### config.mk
export PLATFORM = sky130hd
export DESIGN_NAME = bsrg_glue
export DESIGN_NICKNAME = d
export VERILOG_FILES = /design/src/core/bsrg_pkg.sv /design/src/core/bsrg_sync.sv /design/src/core/bsrg_hold.sv /design/src/core/bsrg_glue.sv
export SDC_FILE = /design/constraint.sdc
export NUM_CORES = 1
export LEC_CHECK = 0
export ABC_CLOCK_PERIOD_IN_PS = 3500
export BUFFER_PORTS_ARGS = -buffer_cell sky130_fd_sc_hd__buf_2
export CAP_MARGIN = 20
export CORE_MARGIN = 10
export CORE_UTILIZATION = 35
export CTS_CLUSTER_SIZE = 16
export DETAILED_ROUTE_END_ITERATION = 10
export GPL_TIMING_DRIVEN = 0
export MAX_ROUTING_LAYER = met4
export PLACE_DENSITY = 0.64
export RECOVER_POWER = 100
export SLEW_MARGIN = 20
export SYNTH_ARGS = -nofsm -noshare
export SYNTH_HDL_FRONTEND = slang
export SYNTH_SLANG_ARGS = --single-unit
### constraint.sdc
create_clock -name clk -period 3.5 [get_ports clk]
set_input_delay 0.7 -clock clk [delete_from_list [all_inputs] [get_ports clk]]
set_output_delay 0.7 -clock clk [all_outputs]
set_load 0.005 [all_outputs]
### src/core/bsrg_pkg.sv
// bsrg_pkg: shared constants for the boot strap and reset glue controller.
// assumes a single 125 MHz clock domain and a 24-bit word address bus.
package bsrg_pkg;
    // clock rate and reset stretch timing
    localparam int          CLK_MHZ         = 125;
    localparam int          RST_HOLD_US     = 100;  // stretch after last cause clears
    localparam int          RST_HOLD_CYC    = RST_HOLD_US * CLK_MHZ;
    localparam int          BTN_DEB_US      = 20;   // button must stay released
    localparam int          BTN_DEB_CYC     = BTN_DEB_US * CLK_MHZ;
    // boot mode codes, as the processor reads its three select pins
    typedef enum logic [2:0] {
        BSRG_BOOT_NOLOAD16 = 3'h0,
        BSRG_BOOT_SPI24    = 3'h1,
        BSRG_BOOT_SERIAL16 = 3'h2,
        BSRG_BOOT_PAR16    = 3'h3,
        BSRG_BOOT_NOLOAD32 = 3'h4,
        BSRG_BOOT_HOSTPORT = 3'h5,
        BSRG_BOOT_I2C      = 3'h6,
        BSRG_BOOT_UART     = 3'h7
    } bsrg_boot_t;
    localparam logic [2:0]  BOOT_DEFAULT    = 3'h3;
    localparam logic [23:0] RESET_VECTOR    = 24'hFFFF00;
    // chip-enable-one space decode
    localparam int          ADDR_W          = 24;
    localparam logic [23:0] CE1_BASE        = 24'h200000;
    localparam logic [23:0] REGBANK_BASE    = 24'h380000;
    localparam int          CE_SEL_HI       = 22;   // word address bits 22 and 21 pick the space
    localparam int          CE_SEL_LO       = 21;
    localparam int          HALF_BIT        = 20;   // splits the space in halves
    localparam logic [1:0]  CE1_CODE        = 2'h0 + CE1_BASE[22:21];
    localparam int          REGBANK_IDX_LSB = 19;   // upper half inside the half
endpackage

### src/core/bsrg_sync.sv
// bsrg_sync: two flop synchroniser for one asynchronous level.
// assumes the input comes from a pin or another clock.
`timescale 1ns/1ps
`default_nettype none
module bsrg_sync #(
    parameter logic RST_VAL = 1'b0
) (
    input  wire logic clk,
    input  wire logic sys_rst,
    input  wire logic async_in,
    output logic      sync_out
);
    logic meta_r;  // first stage, only read by the second
    // two stages give metastability time to settle
    always_ff @(posedge clk) begin
        if (sys_rst) begin
            meta_r   <= RST_VAL;
            sync_out <= RST_VAL;
        end else begin
            meta_r   <= async_in;
            sync_out <= meta_r;
        end
    end
endmodule
`default_nettype wire

### src/core/bsrg_hold.sv
// bsrg_hold: counts cycles that a level stays high, reports when it reached a limit.
// assumes a synchronised input on the same clock.
`timescale 1ns/1ps
`default_nettype none
module bsrg_hold #(
    parameter int CYCLES = 16
) (
    input  wire logic clk,
    input  wire logic sys_rst,
    input  wire logic level_in,
    output logic      done
);
    localparam int CW = $clog2(CYCLES + 1);
    localparam logic [CW-1:0] LIMIT = CW'(CYCLES);
    logic [CW-1:0] cnt_r;  // cycles seen high in a row
    // any low restarts the count, so a glitch never shortens the wait
    always_ff @(posedge clk) begin
        if (sys_rst || !level_in) begin
            cnt_r <= '0;
        end else if (cnt_r != LIMIT) begin
            cnt_r <= cnt_r + CW'(1);
        end
    end
    assign done = (cnt_r == LIMIT);
endmodule
`default_nettype wire

### src/core/bsrg_glue.sv
// bsrg_glue: straps, reset aggregation and chip-enable-one split for the processor.
// assumes one 125 MHz clock; button, supervisors and strap jumpers arrive as raw pins.
//
// Operation
// - processor latches boot pins at reset
// - nonzero code runs loader from internal ROM
// - code 000 starts external 16-bit, no load
// - code 001 loads from SPI serial port zero
// - code 010 standard 16-bit serial boot
// - code 011 parallel flash boot, board default
// - one code starts 32-bit, no load
// - codes 101/110/111 host port, I2C, UART
// - table boot copies code then jumps entry
// - memory clock strap high picks external clock
`timescale 1ns/1ps
`default_nettype none
module bsrg_glue
    import bsrg_pkg::*;
#(
    parameter int NUM_SUP   = 3,
    parameter int HOLD_CYC  = RST_HOLD_CYC,
    parameter int DEB_CYC   = BTN_DEB_CYC
) (
    input  wire logic              clk,
    input  wire logic              sys_rst,
    input  wire logic              button_n,            // low while pressed
    input  wire logic [NUM_SUP-1:0] supervisor_rst_n,   // low while a rail is out
    input  wire logic [2:0]        boot_jumper_fitted,  // 1 = jumper on
    input  wire logic              memclk_jumper_fitted,
    input  wire logic [ADDR_W-1:0] proc_addr,           // word address from processor
    input  wire logic              proc_strobe,         // access in progress
    output logic                   global_rst_n,
    output logic [2:0]             boot_mode_code,
    output logic                   memory_clock_strap,
    output logic                   flash_sel,
    output logic                   regbank_sel,
    output logic                   chip_enable_one_space,
    output logic [2:0]             latched_boot_code,   // code seen at last release
    output logic                   boot_is_table_load,  // latched code loads a table
    output logic                   boot_is_noload       // latched code runs in place
);
    ////////////////////////////////////////////////////////////////////////
    // input synchronisers
    // every strap, button and supervisor pin is asynchronous to clk; none is read raw,
    // so a jumper moved mid-cycle cannot make a strap metastable; each of its bits settles on its own edge
    logic                   btn_up_s;   // button released
    logic [NUM_SUP-1:0]     sup_ok_s;   // each rail good
    logic [2:0]             jmp_s;      // boot jumpers
    logic                   mjmp_s;     // memory clock jumper

    bsrg_sync #(.RST_VAL(1'b0)) u_btn (
        .clk      (clk),
        .sys_rst  (sys_rst),
        .async_in (button_n),
        .sync_out (btn_up_s)
    );

    // one synchroniser per rail and per jumper
    genvar gi;
    generate
        for (gi = 0; gi < NUM_SUP; gi++) begin : g_sup
            bsrg_sync #(.RST_VAL(1'b0)) u_sup (
                .clk      (clk),
                .sys_rst  (sys_rst),
                .async_in (supervisor_rst_n[gi]),
                .sync_out (sup_ok_s[gi])
            );
        end
        for (gi = 0; gi < 3; gi++) begin : g_jmp
            bsrg_sync #(.RST_VAL(1'b0)) u_jmp (
                .clk      (clk),
                .sys_rst  (sys_rst),
                .async_in (boot_jumper_fitted[gi]),
                .sync_out (jmp_s[gi])
            );
        end
    endgenerate

    bsrg_sync #(.RST_VAL(1'b0)) u_mjmp (
        .clk      (clk),
        .sys_rst  (sys_rst),
        .async_in (memclk_jumper_fitted),
        .sync_out (mjmp_s)
    );

    ////////////////////////////////////////////////////////////////////////
    // reset aggregation
    logic all_ok;     // every cause quiet this cycle
    logic btn_done;   // button steady released
    logic hold_done;  // everything quiet long enough

    // any low supervisor or a pressed button keeps the board in reset
    assign all_ok = (&sup_ok_s) & btn_up_s;

    bsrg_hold #(.CYCLES(DEB_CYC)) u_deb (
        .clk      (clk),
        .sys_rst  (sys_rst),
        .level_in (btn_up_s),
        .done     (btn_done)
    );

    // the stretch restarts on every new cause, so bounce cannot slip through
    bsrg_hold #(.CYCLES(HOLD_CYC)) u_hold (
        .clk      (clk),
        .sys_rst  (sys_rst),
        .level_in (all_ok & btn_done),
        .done     (hold_done)
    );

    logic rst_active_r;  // global reset asserted
    // asserted at once on a cause, released only after the stretch
    // a new cause wins over a finished stretch in the same cycle,
    // so a rail dropping at the release edge still keeps the board held
    always_ff @(posedge clk) begin
        if (sys_rst) begin
            rst_active_r <= 1'b1;
        end else if (!all_ok) begin
            rst_active_r <= 1'b1;
        end else if (hold_done) begin
            rst_active_r <= 1'b0;
        end
    end
    assign global_rst_n = ~rst_active_r;

    ////////////////////////////////////////////////////////////////////////
    // strap drive
    logic [2:0] boot_r;  // boot pins as driven
    logic       mclk_r;  // memory clock strap as driven

    // straps follow the jumpers only outside reset, frozen while it holds;
    // limitation: a jumper moved during reset counts only from the next reset
    // on, since the processor samples what was driven when reset began
    always_ff @(posedge clk) begin
        if (sys_rst) begin
            boot_r <= BOOT_DEFAULT;
            mclk_r <= 1'b1;
        end else if (!rst_active_r) begin
            boot_r <= ~jmp_s;
            mclk_r <= ~mjmp_s;
        end
    end
    assign boot_mode_code     = boot_r;
    assign memory_clock_strap = mclk_r;

    ////////////////////////////////////////////////////////////////////////
    // sampled mode at release, as the processor will see it
    logic       rst_q_r;   // reset one cycle ago
    logic [2:0] seen_r;    // code captured at release
    logic       table_r;   // captured code loads a table
    logic       noload_r;  // captured code starts in place

    always_ff @(posedge clk) begin
        if (sys_rst) begin
            rst_q_r <= 1'b1;
        end else begin
            rst_q_r <= rst_active_r;
        end
    end

    // a release edge catches the code that the processor latches
    // the copy mirrors the processor's own sample, for status and checks
    always_ff @(posedge clk) begin
        if (sys_rst) begin
            seen_r   <= BOOT_DEFAULT;
            table_r  <= 1'b1;
            noload_r <= 1'b0;
        end else if (rst_q_r && !rst_active_r) begin
            seen_r <= boot_r;
            unique case (bsrg_boot_t'(boot_r))
                BSRG_BOOT_NOLOAD16: begin
                    table_r  <= 1'b0;
                    noload_r <= 1'b1;
                end
                BSRG_BOOT_NOLOAD32: begin
                    table_r  <= 1'b0;
                    noload_r <= 1'b1;
                end
                BSRG_BOOT_SPI24,
                BSRG_BOOT_SERIAL16,
                BSRG_BOOT_PAR16,
                BSRG_BOOT_HOSTPORT,
                BSRG_BOOT_I2C,
                BSRG_BOOT_UART: begin
                    table_r  <= 1'b1;
                    noload_r <= 1'b0;
                end
            endcase
        end
    end
    assign latched_boot_code  = seen_r;
    assign boot_is_table_load = table_r;
    assign boot_is_noload     = noload_r;

    ////////////////////////////////////////////////////////////////////////
    // chip-enable-one split
    logic in_ce1;   // address in the space
    logic upper;    // upper half of it

    assign in_ce1 = proc_addr[CE_SEL_HI:CE_SEL_LO] == CE1_BASE[CE_SEL_HI:CE_SEL_LO];
    assign upper  = proc_addr[HALF_BIT] == REGBANK_BASE[HALF_BIT];

    // selects register for clean, glitch free chip selects
    // costs one cycle of latency; the bus strobe is already on clk, so no
    // synchroniser sits on the address path
    always_ff @(posedge clk) begin
        if (sys_rst || rst_active_r) begin
            flash_sel             <= 1'b0;
            regbank_sel           <= 1'b0;
            chip_enable_one_space <= 1'b0;
        end else begin
            chip_enable_one_space <= proc_strobe & in_ce1;
            flash_sel             <= proc_strobe & in_ce1 & ~upper;
            regbank_sel           <= proc_strobe & in_ce1 & upper
                & (proc_addr[REGBANK_IDX_LSB] == REGBANK_BASE[REGBANK_IDX_LSB]);
        end
    end

    ////////////////////////////////////////////////////////////////////////
    // checks
    // all properties run on clk and are off while sys_rst holds;
    // they watch the outputs against all_ok, jmp_s and the bus inputs, so they also guard the registered copies
    property p_rst_on_cause;
        @(posedge clk) disable iff (sys_rst) !all_ok |=> !global_rst_n;
    endproperty
    a_rst_on_cause: assert property (p_rst_on_cause) else $error("reset not held");

    property p_rst_release;
        @(posedge clk) disable iff (sys_rst) $rose(global_rst_n) |-> $past(all_ok);
    endproperty
    a_rst_release: assert property (p_rst_release) else $error("early release");

    property p_strap_frozen;
        @(posedge clk) disable iff (sys_rst)
            (!global_rst_n && $past(!global_rst_n)) |-> $stable(boot_mode_code);
    endproperty
    a_strap_frozen: assert property (p_strap_frozen) else $error("strap moved");

    property p_jumper_level;
        @(posedge clk) disable iff (sys_rst)
            global_rst_n ##1 global_rst_n |-> boot_mode_code == ~$past(jmp_s);
    endproperty
    a_jumper_level: assert property (p_jumper_level) else $error("strap level");

    property p_latch_code;
        @(posedge clk) disable iff (sys_rst)
            $rose(global_rst_n) |=> latched_boot_code == $past(boot_mode_code);
    endproperty
    a_latch_code: assert property (p_latch_code) else $error("code not latched");

    property p_noload;
        @(posedge clk) disable iff (sys_rst)
            boot_is_noload |-> (latched_boot_code == 3'h0 || latched_boot_code == 3'h4);
    endproperty
    a_noload: assert property (p_noload) else $error("noload code");

    property p_split;
        @(posedge clk) disable iff (sys_rst) !(flash_sel && regbank_sel);
    endproperty
    a_split: assert property (p_split) else $error("both halves");

    property p_regbank_addr;
        @(posedge clk) disable iff (sys_rst)
            (global_rst_n && proc_strobe && proc_addr == REGBANK_BASE) |=> regbank_sel;
    endproperty
    a_regbank_addr: assert property (p_regbank_addr) else $error("bank miss");

    // a flash word must never reach the register bank
    property p_flash_addr;
        @(posedge clk) disable iff (sys_rst)
            (global_rst_n && proc_strobe && proc_addr == CE1_BASE)
            |=> (flash_sel && chip_enable_one_space && !regbank_sel);
    endproperty
    a_flash_addr: assert property (p_flash_addr) else $error("flash miss");

    // other spaces belong to other devices, so the space select stays off
    property p_other_space;
        @(posedge clk) disable iff (sys_rst)
            (proc_addr[CE_SEL_HI:CE_SEL_LO] != CE1_BASE[CE_SEL_HI:CE_SEL_LO])
            |=> !chip_enable_one_space;
    endproperty
    a_other_space: assert property (p_other_space) else $error("foreign space");

    // no chip select may fire while the board is held in reset
    property p_sel_in_reset;
        @(posedge clk) disable iff (sys_rst)
            !global_rst_n |=> !(chip_enable_one_space || flash_sel || regbank_sel);
    endproperty
    a_sel_in_reset: assert property (p_sel_in_reset) else $error("select in reset");

    // the memory clock strap is sampled too, so it freezes like the boot pins
    property p_mclk_frozen;
        @(posedge clk) disable iff (sys_rst)
            (!global_rst_n && $past(!global_rst_n)) |-> $stable(memory_clock_strap);
    endproperty
    a_mclk_frozen: assert property (p_mclk_frozen) else $error("clock strap moved");

    // a table load is never flagged for one of the two in-place codes
    property p_table_code;
        @(posedge clk) disable iff (sys_rst)
            boot_is_table_load |-> !(latched_boot_code inside {3'h0, 3'h4});
    endproperty
    a_table_code: assert property (p_table_code) else $error("table code");
endmodule
`default_nettype wire

==> out/metrics.csv, run 1 <==
stage,metric,value,unit
global_routing,grt_max_degree,19,
critical_path,slowest_delay,0.53,ns
critical_path,regToRegEndpoint,u_hold.cnt_r[2]$_SDFFE_PP0P_,
synthesis,async_flop_share,0,%
floorplanning,fp.coreArea,5890,um^2
critical_path,worst_setup_path_start_kind,flip-flop,
synthesis,synth-edff-count,0,
cts,postCtsResizedCells,0,
sta,period_minus_slack,1.96,ns
critical_path,reg2reg_depth,5,
worst_hold_path,whs_endpoint,g_jmp[2].u_jmp.sync_out$_SDFF_PP0_,
critical_path,worstPathMaxFanout,5,
sta,setup_violations,0,
sta,relSlewSlack,48.5,%
cts,cts-root-buf,clkbuf_8,
cts,cts_setup_buffers,0,
sta,fmax,510,MHz
floorplanning,die_area,9510,um^2
floorplanning,start_util,35.8,%
route,drtIter0Drc,54,
flow_run,maxCapViolCount,0,
finish,layout-drive-gt1-share,9.54,%
critical_path,reg2reg_from,u_hold.cnt_r[5]$_SDFFE_PP0P_,
synthesis,syn_nets,266,
global_routing,use_met2,12.9,%
finish,postLayoutCoreUtil,40.7,%
route,avgViaCountPerCell,4.50,
route,firstDrtPassIters,4,
critical_path,cpMaxStageDelayCell,or4b_1,
finish,num_antenna_cells,0,
cts,clock_sinks,56,
floorplanning,row_count,28,
global_routing,gr-usage-met1,9.38,%
synthesis,synth.avg_cell_area,9.27,um^2
synthesis,ys_ff_latch,56,
cts,postCtsHoldBufs,0,
finish,most-common-layout-cells,"dfxtp_1, nor2_1, nand2_1",
cts,cts_buffers,5,
critical_path,crit_required,3.74,ns
sta,finClkSkew,0.00687,ns
sta,rsz0062_at_grt,false,
synthesis,yosys_warnings,0,
placed_design,postPlaceCellArea,2330,um^2
pwr,worst_ir_drop_vdd,0.000214,V
finish,synthToLayoutAreaGrowth,13.9,%
global_routing,grt_pass1_vias,1478,
synthesis,syn_inst,227,
cts,cts.clk_slew.worst_paths,0.10,ns
global_routing,grt_pass1_wl,6520,um
floorplanning,ioPinCount,48,
synthesis,synth_area,2100,um^2
global_routing,grt_util_met3,1.78,%
synthesis,ys_seq_area_share,53.3,%
finish,final_cells,337,
placed_design,dp.cells,329,
synthesis,synth_ff_type,dfxtp_1,
sta,holdWs,0.444,ns
global_routing,antenna_found_initial,0,
pwr,p_per_area,425,nW/um^2
synthesis,ys_types,34,
outcome,outcome,"complete, no violations",
sta,setup-tns-final,0,ns
sta,slew_viol_final,0,
pwr,leakagePower,0.823,nW
critical_path,path_buf_inv,1,
finish,layout.nets,300,
critical_path,cp-end-kind,flip-flop,
global_routing,grt_use_total,8.12,%
floorplanning,die_height,97.5,um
sta,timing.final.hold_violations,0,
worst_hold_path,hp-start,g_jmp[2].u_jmp.meta_r$_SDFF_PP0_,
critical_path,reg2reg_slack,1.54,ns
placed_design,gp_congestion,0.751,
cts,clk_latency,0.30,ns
cts,clk_path_buf_depth,2,
critical_path,crit_chain,"or4b_1, or4_1, clkbuf_1, and3_1, nor3_2",
finish,fin_area,2400,um^2
cts,cts_tree,yes,
finish,final_common_cell,dfxtp_1,
placed_design,dp_hpwl,2700,um
route,avgRoutedWirePerCell,10.7,um
global_routing,grt_busiest_layer,met2,
critical_path,critPathArrivalTime,2.20,ns
cts,htree_levels,2,
route,drc,0,
sta,worstMarginPinSlew,0.767,ns
critical_path,cp_top_family,simple AND/OR/NAND/NOR gates,
floorplanning,die_x,97.5,um
worst_hold_path,whs_path_depth,1,
critical_path,crit_type,flip-flop to flip-flop,
placed_design,numPortBuffers,27,
route,wl,3610,um
route,vias,1515,
global_routing,grt_overflow,0,
worst_hold_path,hold_path_class,flip-flop to flip-flop,
sta,finalCritPeriodShare,56.0,%
route,ant_nets,0,
finish,fillers,598,
report_power, final:
part | switching [mW] | internal, mW
registers | 0.00192 | 0.645
logic | 0.00960 | 0.0121
clock network | 0.207 | 0.144
total | 0.218 | 0.801
worst max path at each step:
stage                                  from                      endpoint  slack (ns)  cells past startpoint
6_report       u_hold.cnt_r[5]$_SDFFE_PP0P_  u_hold.cnt_r[2]$_SDFFE_PP0P_        1.54                      5
5_1_grt         u_deb.cnt_r[3]$_SDFFE_PP0P_   u_deb.cnt_r[1]$_SDFFE_PP0P_        1.34                      4
4_1_cts        u_hold.cnt_r[5]$_SDFFE_PP0P_  u_hold.cnt_r[2]$_SDFFE_PP0P_        1.58                      5
3_5_place_dp                        sys_rst  u_hold.cnt_r[4]$_SDFFE_PP0P_        1.53                      6
3_3_place_gp                        sys_rst  u_hold.cnt_r[1]$_SDFFE_PP0P_        1.53                      6
2_1_floorplan  u_hold.cnt_r[5]$_SDFFE_PP0P_  u_hold.cnt_r[2]$_SDFFE_PP0P_        1.71                      5
synth_stat cells, types with 4 or more instances:
cell type	number	area share (%)
nand2b_1	5	1.5
o21ai_0	5	1.2
nor2b_1	17	5.1
xor2_1	5	2.1
xnor2_1	13	5.4
a21oi_1	7	1.7
nand3_1	8	1.9
nand4_1	4	1.2
dfxtp_1	56	53
nor3_1	12	2.9
nand2_1	23	4.1
ha_1	4	2.4
nor2_1	29	5.2
inv_1	9	1.6
sequential cells by signal, indices dropped and copies added (netlist names), 3 cells and up:
name,flops
g_sup.u_sup.sync_out,3
g_sup.u_sup.meta_r,3
g_jmp.u_jmp.meta_r,3
u_deb.cnt_r,12
latched_boot_code,3
g_jmp.u_jmp.sync_out,3
u_hold.cnt_r,14
boot_mode_code,3
cell type report:
class	count	area, um^2	share of cell area, %
clock buffer	5	68.8	2.87
buffer	5	18.8	0.783
timing repair buffer	27	119	4.96
inverter	9	33.8	1.41
clock inverter	3	22.5	0.939
multi-input combinational	157	920	38.4
sequential	56	1120	46.8
tap	75	93.8	3.91
routing by layer:
layer / routed length (um) / vias to the layer above / part of all wire [%]
met5: 0 / - / 0
met4: 62 / 0 / 1.7
met3: 66 / 4 / 1.8
met2: 1680 / 18 / 47
met1: 1790 / 677 / 50
li1: - / 816 / -
logic make-up after synthesis:
group / synth area share (%)
AO/OA/AOI/OAI: 3.21
adder cells (fa/ha/maj): 2.38
buffers and inverters: 2.56
AND/OR/NAND/NOR: 30.1
XOR/XNOR: 7.49
multiplexers: 0.951
flip-flops: 53.3
through the flow:
| stage | power, mW | setup slack (ns) |
|---|---|---|
| after CTS | 1.04 | 1.58 |
| final | 1.02 | 1.54 |
| after global routing | 1.07 | 1.34 |
| after global placement | 0.684 | 1.53 |
| after floorplan | 0.673 | 1.71 |
| after detailed placement | 0.685 | 1.53 |
(Power assumes the default switching activity.)
==> run 2, diff against run 1 <==
Settings changed: ABC_CLOCK_PERIOD_IN_PS 3500 to 1600, PLACE_DENSITY 0.64 to 0.66.
Clock period 3.5 ns to 1.6 ns, I/O delays scaled along.
==> run 2 against run 1 <==
  * The flow now finishes with violations (negative setup slack)
  * Register-to-register slack lost 1.7 ns
  * Global-route usage up 0.31 points
  * Cell count increased by 2.1%
  * Critical path depth fell by 1
  * Worst hold slack lost 0.28 ns
  * Fmax is 12% higher
  * First-iteration DRC count down 76%
  * Largest power group unchanged
==> out/metrics.csv, run 2 (synthesized netlist as in run 1, its figures left out) <==
stage,metric,value,unit,change
outcome,outcome,"complete, but fails checks",,"was complete, no violations"
outcome,violations,negative setup slack,,
sta,rsz0062_at_grt,true,,was false
cts,postCtsHoldBufs,0,,unchanged
floorplanning,die_x,97.5,um,unchanged
route,drc,0,,unchanged
finish,largest_register_ffs,14,,unchanged
cts,cts_buffers,5,,unchanged
sta,setup_violations,10,,was 0
route,wl_met2,1830,um,was 1680 um
finish,synthToLayoutAreaGrowth,20.8,%,was 13.9%
global_routing,grt_overflow,0,,unchanged
placed_design,postPlaceCellArea,2330,um^2,unchanged
floorplanning,row_count,28,,unchanged
pwr,p_per_area,900,nW/um^2,was 425 nW/um^2
critical_path,cp-end-kind,flip-flop,,unchanged
placed_design,gp_congestion,0.791,,was 0.751
pwr,p_int,1.77,mW,was 801 uW
global_routing,antenna_found_initial,0,,unchanged
finish,largestRegisters,"u_hold.cnt_r: 14 flops, u_deb.cnt_r: 12 flops",,unchanged
critical_path,crit_required,1.80,ns,was 3.74 ns
critical_path,worstPathMaxFanout,6,,was 5
route,firstDrtPassIters,2,,was 4
pwr,switching_share,22.9,%,was 21.4%
route,top_layer,met4,,unchanged
sta,finalCritPeriodShare,109,%,was 56.0%
finish,regMostFlops,u_hold.cnt_r,,unchanged
cts,clk_latency,0.32,ns,was 0.30 ns
critical_path,critPathArrivalTime,1.94,ns,was 2.20 ns
route,avgViaCountPerCell,4.51,,was 4.50
sta,timing.final.hold_violations,0,,unchanged
pwr,p_clk_share,36.3,%,was 34.4%
global_routing,grt_max_degree,21,,was 19
pwr,p_seq_share,61.7,%,was 63.5%
pwr,power_switching,523,uW,was 218 uW
finish,final_cells,344,,was 337
critical_path,worst_setup_path_start_kind,flip-flop,,unchanged
pwr,worst_ir_drop_vdd,0.000657,V,was 0.000214 V
cts,cts.clk_slew.worst_paths,0.11,ns,was 0.10 ns
critical_path,crit_type,flip-flop to flip-flop,,unchanged
sta,slew_viol_final,0,,unchanged
pwr,leakagePower,0.869,nW,was 0.823 nW
route,met3RoutedLength,74,um,was 66 um
finish,most-common-layout-cells,"dfxtp_1, nor2_1, nand2_1",,unchanged
cts,htree_levels,2,,unchanged
global_routing,grt_pass1_vias,1487,,was 1478
floorplanning,fp.coreArea,5890,um^2,unchanged
cts,cts_tree,yes,,unchanged
sta,period_minus_slack,1.74,ns,was 1.96 ns
placed_design,numPortBuffers,27,,unchanged
sta,layout_setup_ws,-0.144,ns,was 1.54 ns
route,drtIter0Drc,13,,was 54
sta,finClkSkew,0.0137,ns,was 0.00687 ns
sta,fmax,573,MHz,was 510 MHz
floorplanning,ioPinCount,48,,unchanged
global_routing,grt_pass1_wl,6670,um,was 6520 um
sta,worstMarginPinSlew,0.478,ns,was 0.767 ns
floorplanning,die_height,97.5,um,unchanged
floorplanning,die_area,9510,um^2,unchanged
finish,final_common_cell,dfxtp_1,,unchanged
placed_design,dp.cells,329,,unchanged
pwr,p_comb_share,2.1,%,about the same
worst_hold_path,hold_path_class,input pin to flip-flop,,was flip-flop to flip-flop
cts,clock_sinks,56,,unchanged
route,avgRoutedWirePerCell,11.1,um,was 10.7 um
route,ant_nets,0,,unchanged
route,wl,3810,um,was 3610 um
route,m1WireLength,1830,um,was 1790 um
flow_run,maxCapViolCount,0,,unchanged
finish,num_antenna_cells,0,,unchanged
cts,clk_path_buf_depth,2,,unchanged
finish,fin_area,2540,um^2,was 2400 um^2
placed_design,dp_hpwl,2640,um,was 2700 um
cts,cts-root-buf,clkbuf_8,,unchanged
global_routing,grt_use_total,8.43,%,was 8.12%
sta,relSlewSlack,68.1,%,was 48.5%
finish,layout-drive-gt1-share,19.3,%,was 9.54%
pwr,power.total,2.29,mW,was 1.02 mW
finish,layout.nets,307,,was 300
route,vias,1553,,was 1515
floorplanning,start_util,35.8,%,unchanged
[run 2: power groups by stage]
| stage | sequential [mW] | combinational (mW) | clock [mW] |
|---|---|---|---|
| 5_1_grt | 1.41 | 0.0547 | 0.915 |
| 6_report | 1.41 | 0.0473 | 0.830 |
| 2_1_floorplan | 1.45 | 0.0254 | 0 |
| 4_1_cts | 1.41 | 0.0484 | 0.862 |
| 3_3_place_gp | 1.45 | 0.0476 | 0 |
| 3_5_place_dp | 1.45 | 0.0482 | 0 |
[run 2: metal layers]
layer	GRT usage, %	vias to the layer above
met2	13.5	16
met5	-	-
li1	-	837
met3	1.99	6
met4	4.03	0
met1	9.69	694
[run 2: path summary, 6_finish.rpt]
path / from / end / slack [ns] / cells after the start
worst min-delay path: proc_addr[20] / flash_sel$_SDFF_PP0_ / 0.16 / 2
worst max register to register: u_deb.cnt_r[4]$_SDFFE_PP0P_ / u_deb.cnt_r[1]$_SDFFE_PP0P_ / -0.14 / 4
worst min register to register: g_jmp[0].u_jmp.meta_r$_SDFF_PP0_ / g_jmp[0].u_jmp.sync_out$_SDFF_PP0_ / 0.45 / 1
worst max-delay path: u_deb.cnt_r[4]$_SDFFE_PP0P_ / u_deb.cnt_r[1]$_SDFFE_PP0P_ / -0.14 / 4
[run 2: through the flow]
stage	hold slack [ns]	util [%]	setup slack (ns)	TNS [ns]
floorplan	0.392	-	-0.192	-0.517
global placement	0.419	39.6	-0.280	-2.71
finish	0.159	43.2	-0.144	-0.798
global route	0.155	43.2	-0.239	-1.96
CTS	0.150	42.5	-0.282	-1.12
detailed placement	0.420	39.6	-0.291	-2.69
[run 2: timing repair]
item,in CTS,in global routing
pin swaps,1,9
setup buffers,5,3
gates resized for setup,12,15
setup endpoints to repair,18,19
[run 2: layout make-up]
type	instances	area (um^2)
buffer	4	18.8
inverter	9	33.8
timing repair buffer	35	180
sequential	56	1130
tap	75	93.8
clock inverter	3	28.8
fill	571	3340
clock buffer	5	68.8
multi-input combinational	157	983
[run 2: worst max-delay path, cell delays in order (launching register included)]
cell     delay (ns)
dfxtp_4        0.37
or4_1          0.62
nor3_4         0.33
mux2i_1        0.24
nor2_1         0.06
==> run 3, diff against run 2 <==
Settings changed: CORE_MARGIN 10 to not set, MAX_ROUTING_LAYER met4 to not set.
==> run 3 against run 2 <==
  * Worst setup slack gained 0.015 ns
  * Clock-buffer cell count is the same
  * Fmax grew 0.86%
  * Critical endpoint is now u_hold.cnt_r[2]$_SDFFE_PP0P_
  * Sequential share of layout area grew 0.31 points
  * The run still ends with negative setup slack left
  * Die area shrank 34%
  * Non-clock buffer count is the same
  * Clock power shrank 5.4%
  * Total power shrank 2.0%
  * Worst hold slack gained 0.028 ns
==> out/metrics.csv, run 3 (synthesized netlist as in run 1, its figures left out) <==
stage,metric,value,unit,change
critical_path,cp-end-kind,flip-flop,,unchanged
finish,layout-drive-gt1-share,21.9,%,was 19.3%
finish,num_antenna_cells,0,,unchanged
flow_run,maxCapViolCount,0,,unchanged
finish,fin_area,2520,um^2,was 2540 um^2
placed_design,gp_congestion,0.763,,was 0.791
critical_path,critPathArrivalTime,1.96,ns,was 1.94 ns
route,vias,1575,,was 1553
route,avgRoutedWirePerCell,10.3,um,was 11.1 um
pwr,power_switching,488,uW,was 523 uW
pwr,leakagePower,0.897,nW,was 0.869 nW
global_routing,antenna_found_initial,0,,unchanged
floorplanning,die_area,6330,um^2,was 9510 um^2
critical_path,crit_required,1.83,ns,was 1.80 ns
sta,rsz0062_at_grt,true,,unchanged
floorplanning,row_count,27,,was 28
finish,largestRegisters,"u_hold.cnt_r: 14 flops, u_deb.cnt_r: 12 flops",,unchanged
sta,worstMarginPinSlew,0.451,ns,was 0.478 ns
sta,finalCritPeriodShare,108,%,was 109%
finish,regMostFlops,u_hold.cnt_r,,unchanged
cts,postCtsHoldBufs,0,,unchanged
critical_path,worst_setup_path_start_kind,flip-flop,,unchanged
finish,synthToLayoutAreaGrowth,20.0,%,was 20.8%
sta,fmax,578,MHz,was 573 MHz
cts,clk_path_buf_depth,2,,unchanged
critical_path,cpMaxStageDelayCell,or4_4,,was or4_1
global_routing,grt_use_total,12.4,%,was 8.43%
critical_path,slowest_delay,0.54,ns,was 0.62 ns
route,ant_nets,0,,unchanged
finish,layout.nets,307,,unchanged
cts,cts.clk_slew.worst_paths,0.10,ns,was 0.11 ns
pwr,p_clk_share,35.0,%,was 36.3%
global_routing,grt_pass1_wl,6250,um,was 6670 um
placed_design,numPortBuffers,27,,unchanged
sta,timing.final.hold_violations,0,,unchanged
sta,setup_violations,6,,was 10
finish,largest_register_ffs,14,,unchanged
placed_design,dpl_worst_slack,-0.260,ns,was -0.291 ns
global_routing,grt_overflow,0,,unchanged
finish,postLayoutCoreUtil,44.8,%,was 43.2%
pwr,p_comb_share,2.1,%,about the same
critical_path,crit_chain,"or4b_1, or4_4, and3_4, nor3_2",,"was or4_1, nor3_4, mux2i_1, nor2_1"
finish,final_common_cell,dfxtp_1,,unchanged
sta,relSlewSlack,69.8,%,was 68.1%
floorplanning,die_height,79.5,um,was 97.5 um
sta,period_minus_slack,1.73,ns,was 1.74 ns
cts,cts_tree,yes,,unchanged
critical_path,worstPathMaxFanout,4,,was 6
critical_path,reg2reg_depth,4,,unchanged
finish,most-common-layout-cells,"dfxtp_1, nor2_1, buf_2",,"was dfxtp_1, nor2_1, nand2_1"
route,avgViaCountPerCell,4.62,,was 4.51
route,firstDrtPassIters,4,,was 2
global_routing,grt_pass1_vias,1431,,was 1487
sta,layout_setup_ws,-0.129,ns,was -0.144 ns
critical_path,crit_type,flip-flop to flip-flop,,unchanged
placed_design,postPlaceCellArea,2330,um^2,about the same
sta,finClkSkew,0.00549,ns,was 0.0137 ns
global_routing,grt_max_degree,20,,was 21
worst_hold_path,hold_path_class,input pin to flip-flop,,unchanged
cts,cts-root-buf,clkbuf_8,,unchanged
floorplanning,ioPinCount,48,,unchanged
floorplanning,die_x,79.5,um,was 97.5 um
cts,cts_buffers,5,,unchanged
placed_design,dp_hpwl,2370,um,was 2640 um
pwr,p_int,1.76,mW,was 1.77 mW
worst_hold_path,whs_path_depth,2,,unchanged
cts,clk_latency,0.30,ns,was 0.32 ns
pwr,p_seq_share,62.9,%,was 61.7%
route,drtIter0Drc,52,,was 13
critical_path,reg2reg_slack,-0.13,ns,was -0.14 ns
pwr,worst_ir_drop_vdd,0.000697,V,was 0.000657 V
cts,clock_sinks,56,,unchanged
outcome,violations,negative setup slack,,unchanged
route,wl,3520,um,was 3810 um
outcome,outcome,"complete, but fails checks",,unchanged
floorplanning,start_util,37.3,%,was 35.8%
sta,slew_viol_final,0,,unchanged
cts,htree_levels,2,,unchanged
pwr,switching_share,21.8,%,was 22.9%
sta,holdWs,0.187,ns,was 0.159 ns
pwr,p_per_area,889,nW/um^2,was 900 nW/um^2
floorplanning,fp.coreArea,5640,um^2,was 5890 um^2
route,drc,0,,unchanged
[run 3: changes by cell type in the layout (fill, tap and decap cells not counted), sizes merged]
cell,previous run,this run
inv,12,10
clkinv,0,1
clkbuf,20,10
buf,24,34
clkinvlp,0,1
[run 3: per-layer routing]
layer  GRT usage, %  routed length, um  up-vias  part of all wire [%]
met5              0                  0        -                     0
met3           3.31                 91        4                   2.6
met1           16.2               1700      714                    48
li1               -                  -      837                     -
met4           4.91                 40        0                   1.1
met2           19.4               1690       20                    48
[run 3: path summary, 6_finish.rpt]
path,startpoint,endpoint
min,proc_addr[20],flash_sel$_SDFF_PP0_
max,u_hold.cnt_r[5]$_SDFFE_PP0P_,u_hold.cnt_r[2]$_SDFFE_PP0P_
max reg2reg,u_hold.cnt_r[5]$_SDFFE_PP0P_,u_hold.cnt_r[2]$_SDFFE_PP0P_
min reg2reg,u_btn.meta_r$_SDFF_PP0_,u_btn.sync_out$_SDFF_PP0_
[run 3: power groups by stage]
stage / clock, mW / combinational (mW) / sequential (mW)
detailed placement: 0 / 0.0490 / 1.45
finish: 0.785 / 0.0475 / 1.41
global placement: 0 / 0.0480 / 1.45
floorplan: 0 / 0.0254 / 1.45
CTS: 0.819 / 0.0491 / 1.41
global route: 0.888 / 0.0541 / 1.41
[run 3: timing repair]
| item | CTS | global route |
|---|---|---|
| gates resized for setup | 17 | 6 |
| pin swaps | 7 | 5 |
| setup endpoints to repair | 18 | 11 |
| buffers inserted | 7 | 1 |
[run 3: critical path: cells and delay by family, from the launching register on]
family | cells | cell delay (ns)
flops | 1 | 0.35
simple gates | 4 | 1.30
[run 3: final cells by class]
class                      count  area [um^2]
multi-input combinational    157          956
clock buffer                   5         68.8
buffer                         4         16.3
tap                           72         90.1
timing repair buffer          35          198
inverter                       9         33.8
sequential                    56         1130
fill                         555         3120
clock inverter                 3         27.5
[run 3: stage by stage]
stage	std cells	setup TNS (ns)	total power, mW
2_1_floorplan	227	-0.517	1.47
4_1_cts	341	-1.13	2.28
3_3_place_gp	326	-2.67	1.50
5_1_grt	341	-1.19	2.36
3_5_place_dp	326	-2.31	1.50
6_report	341	-0.611	2.24
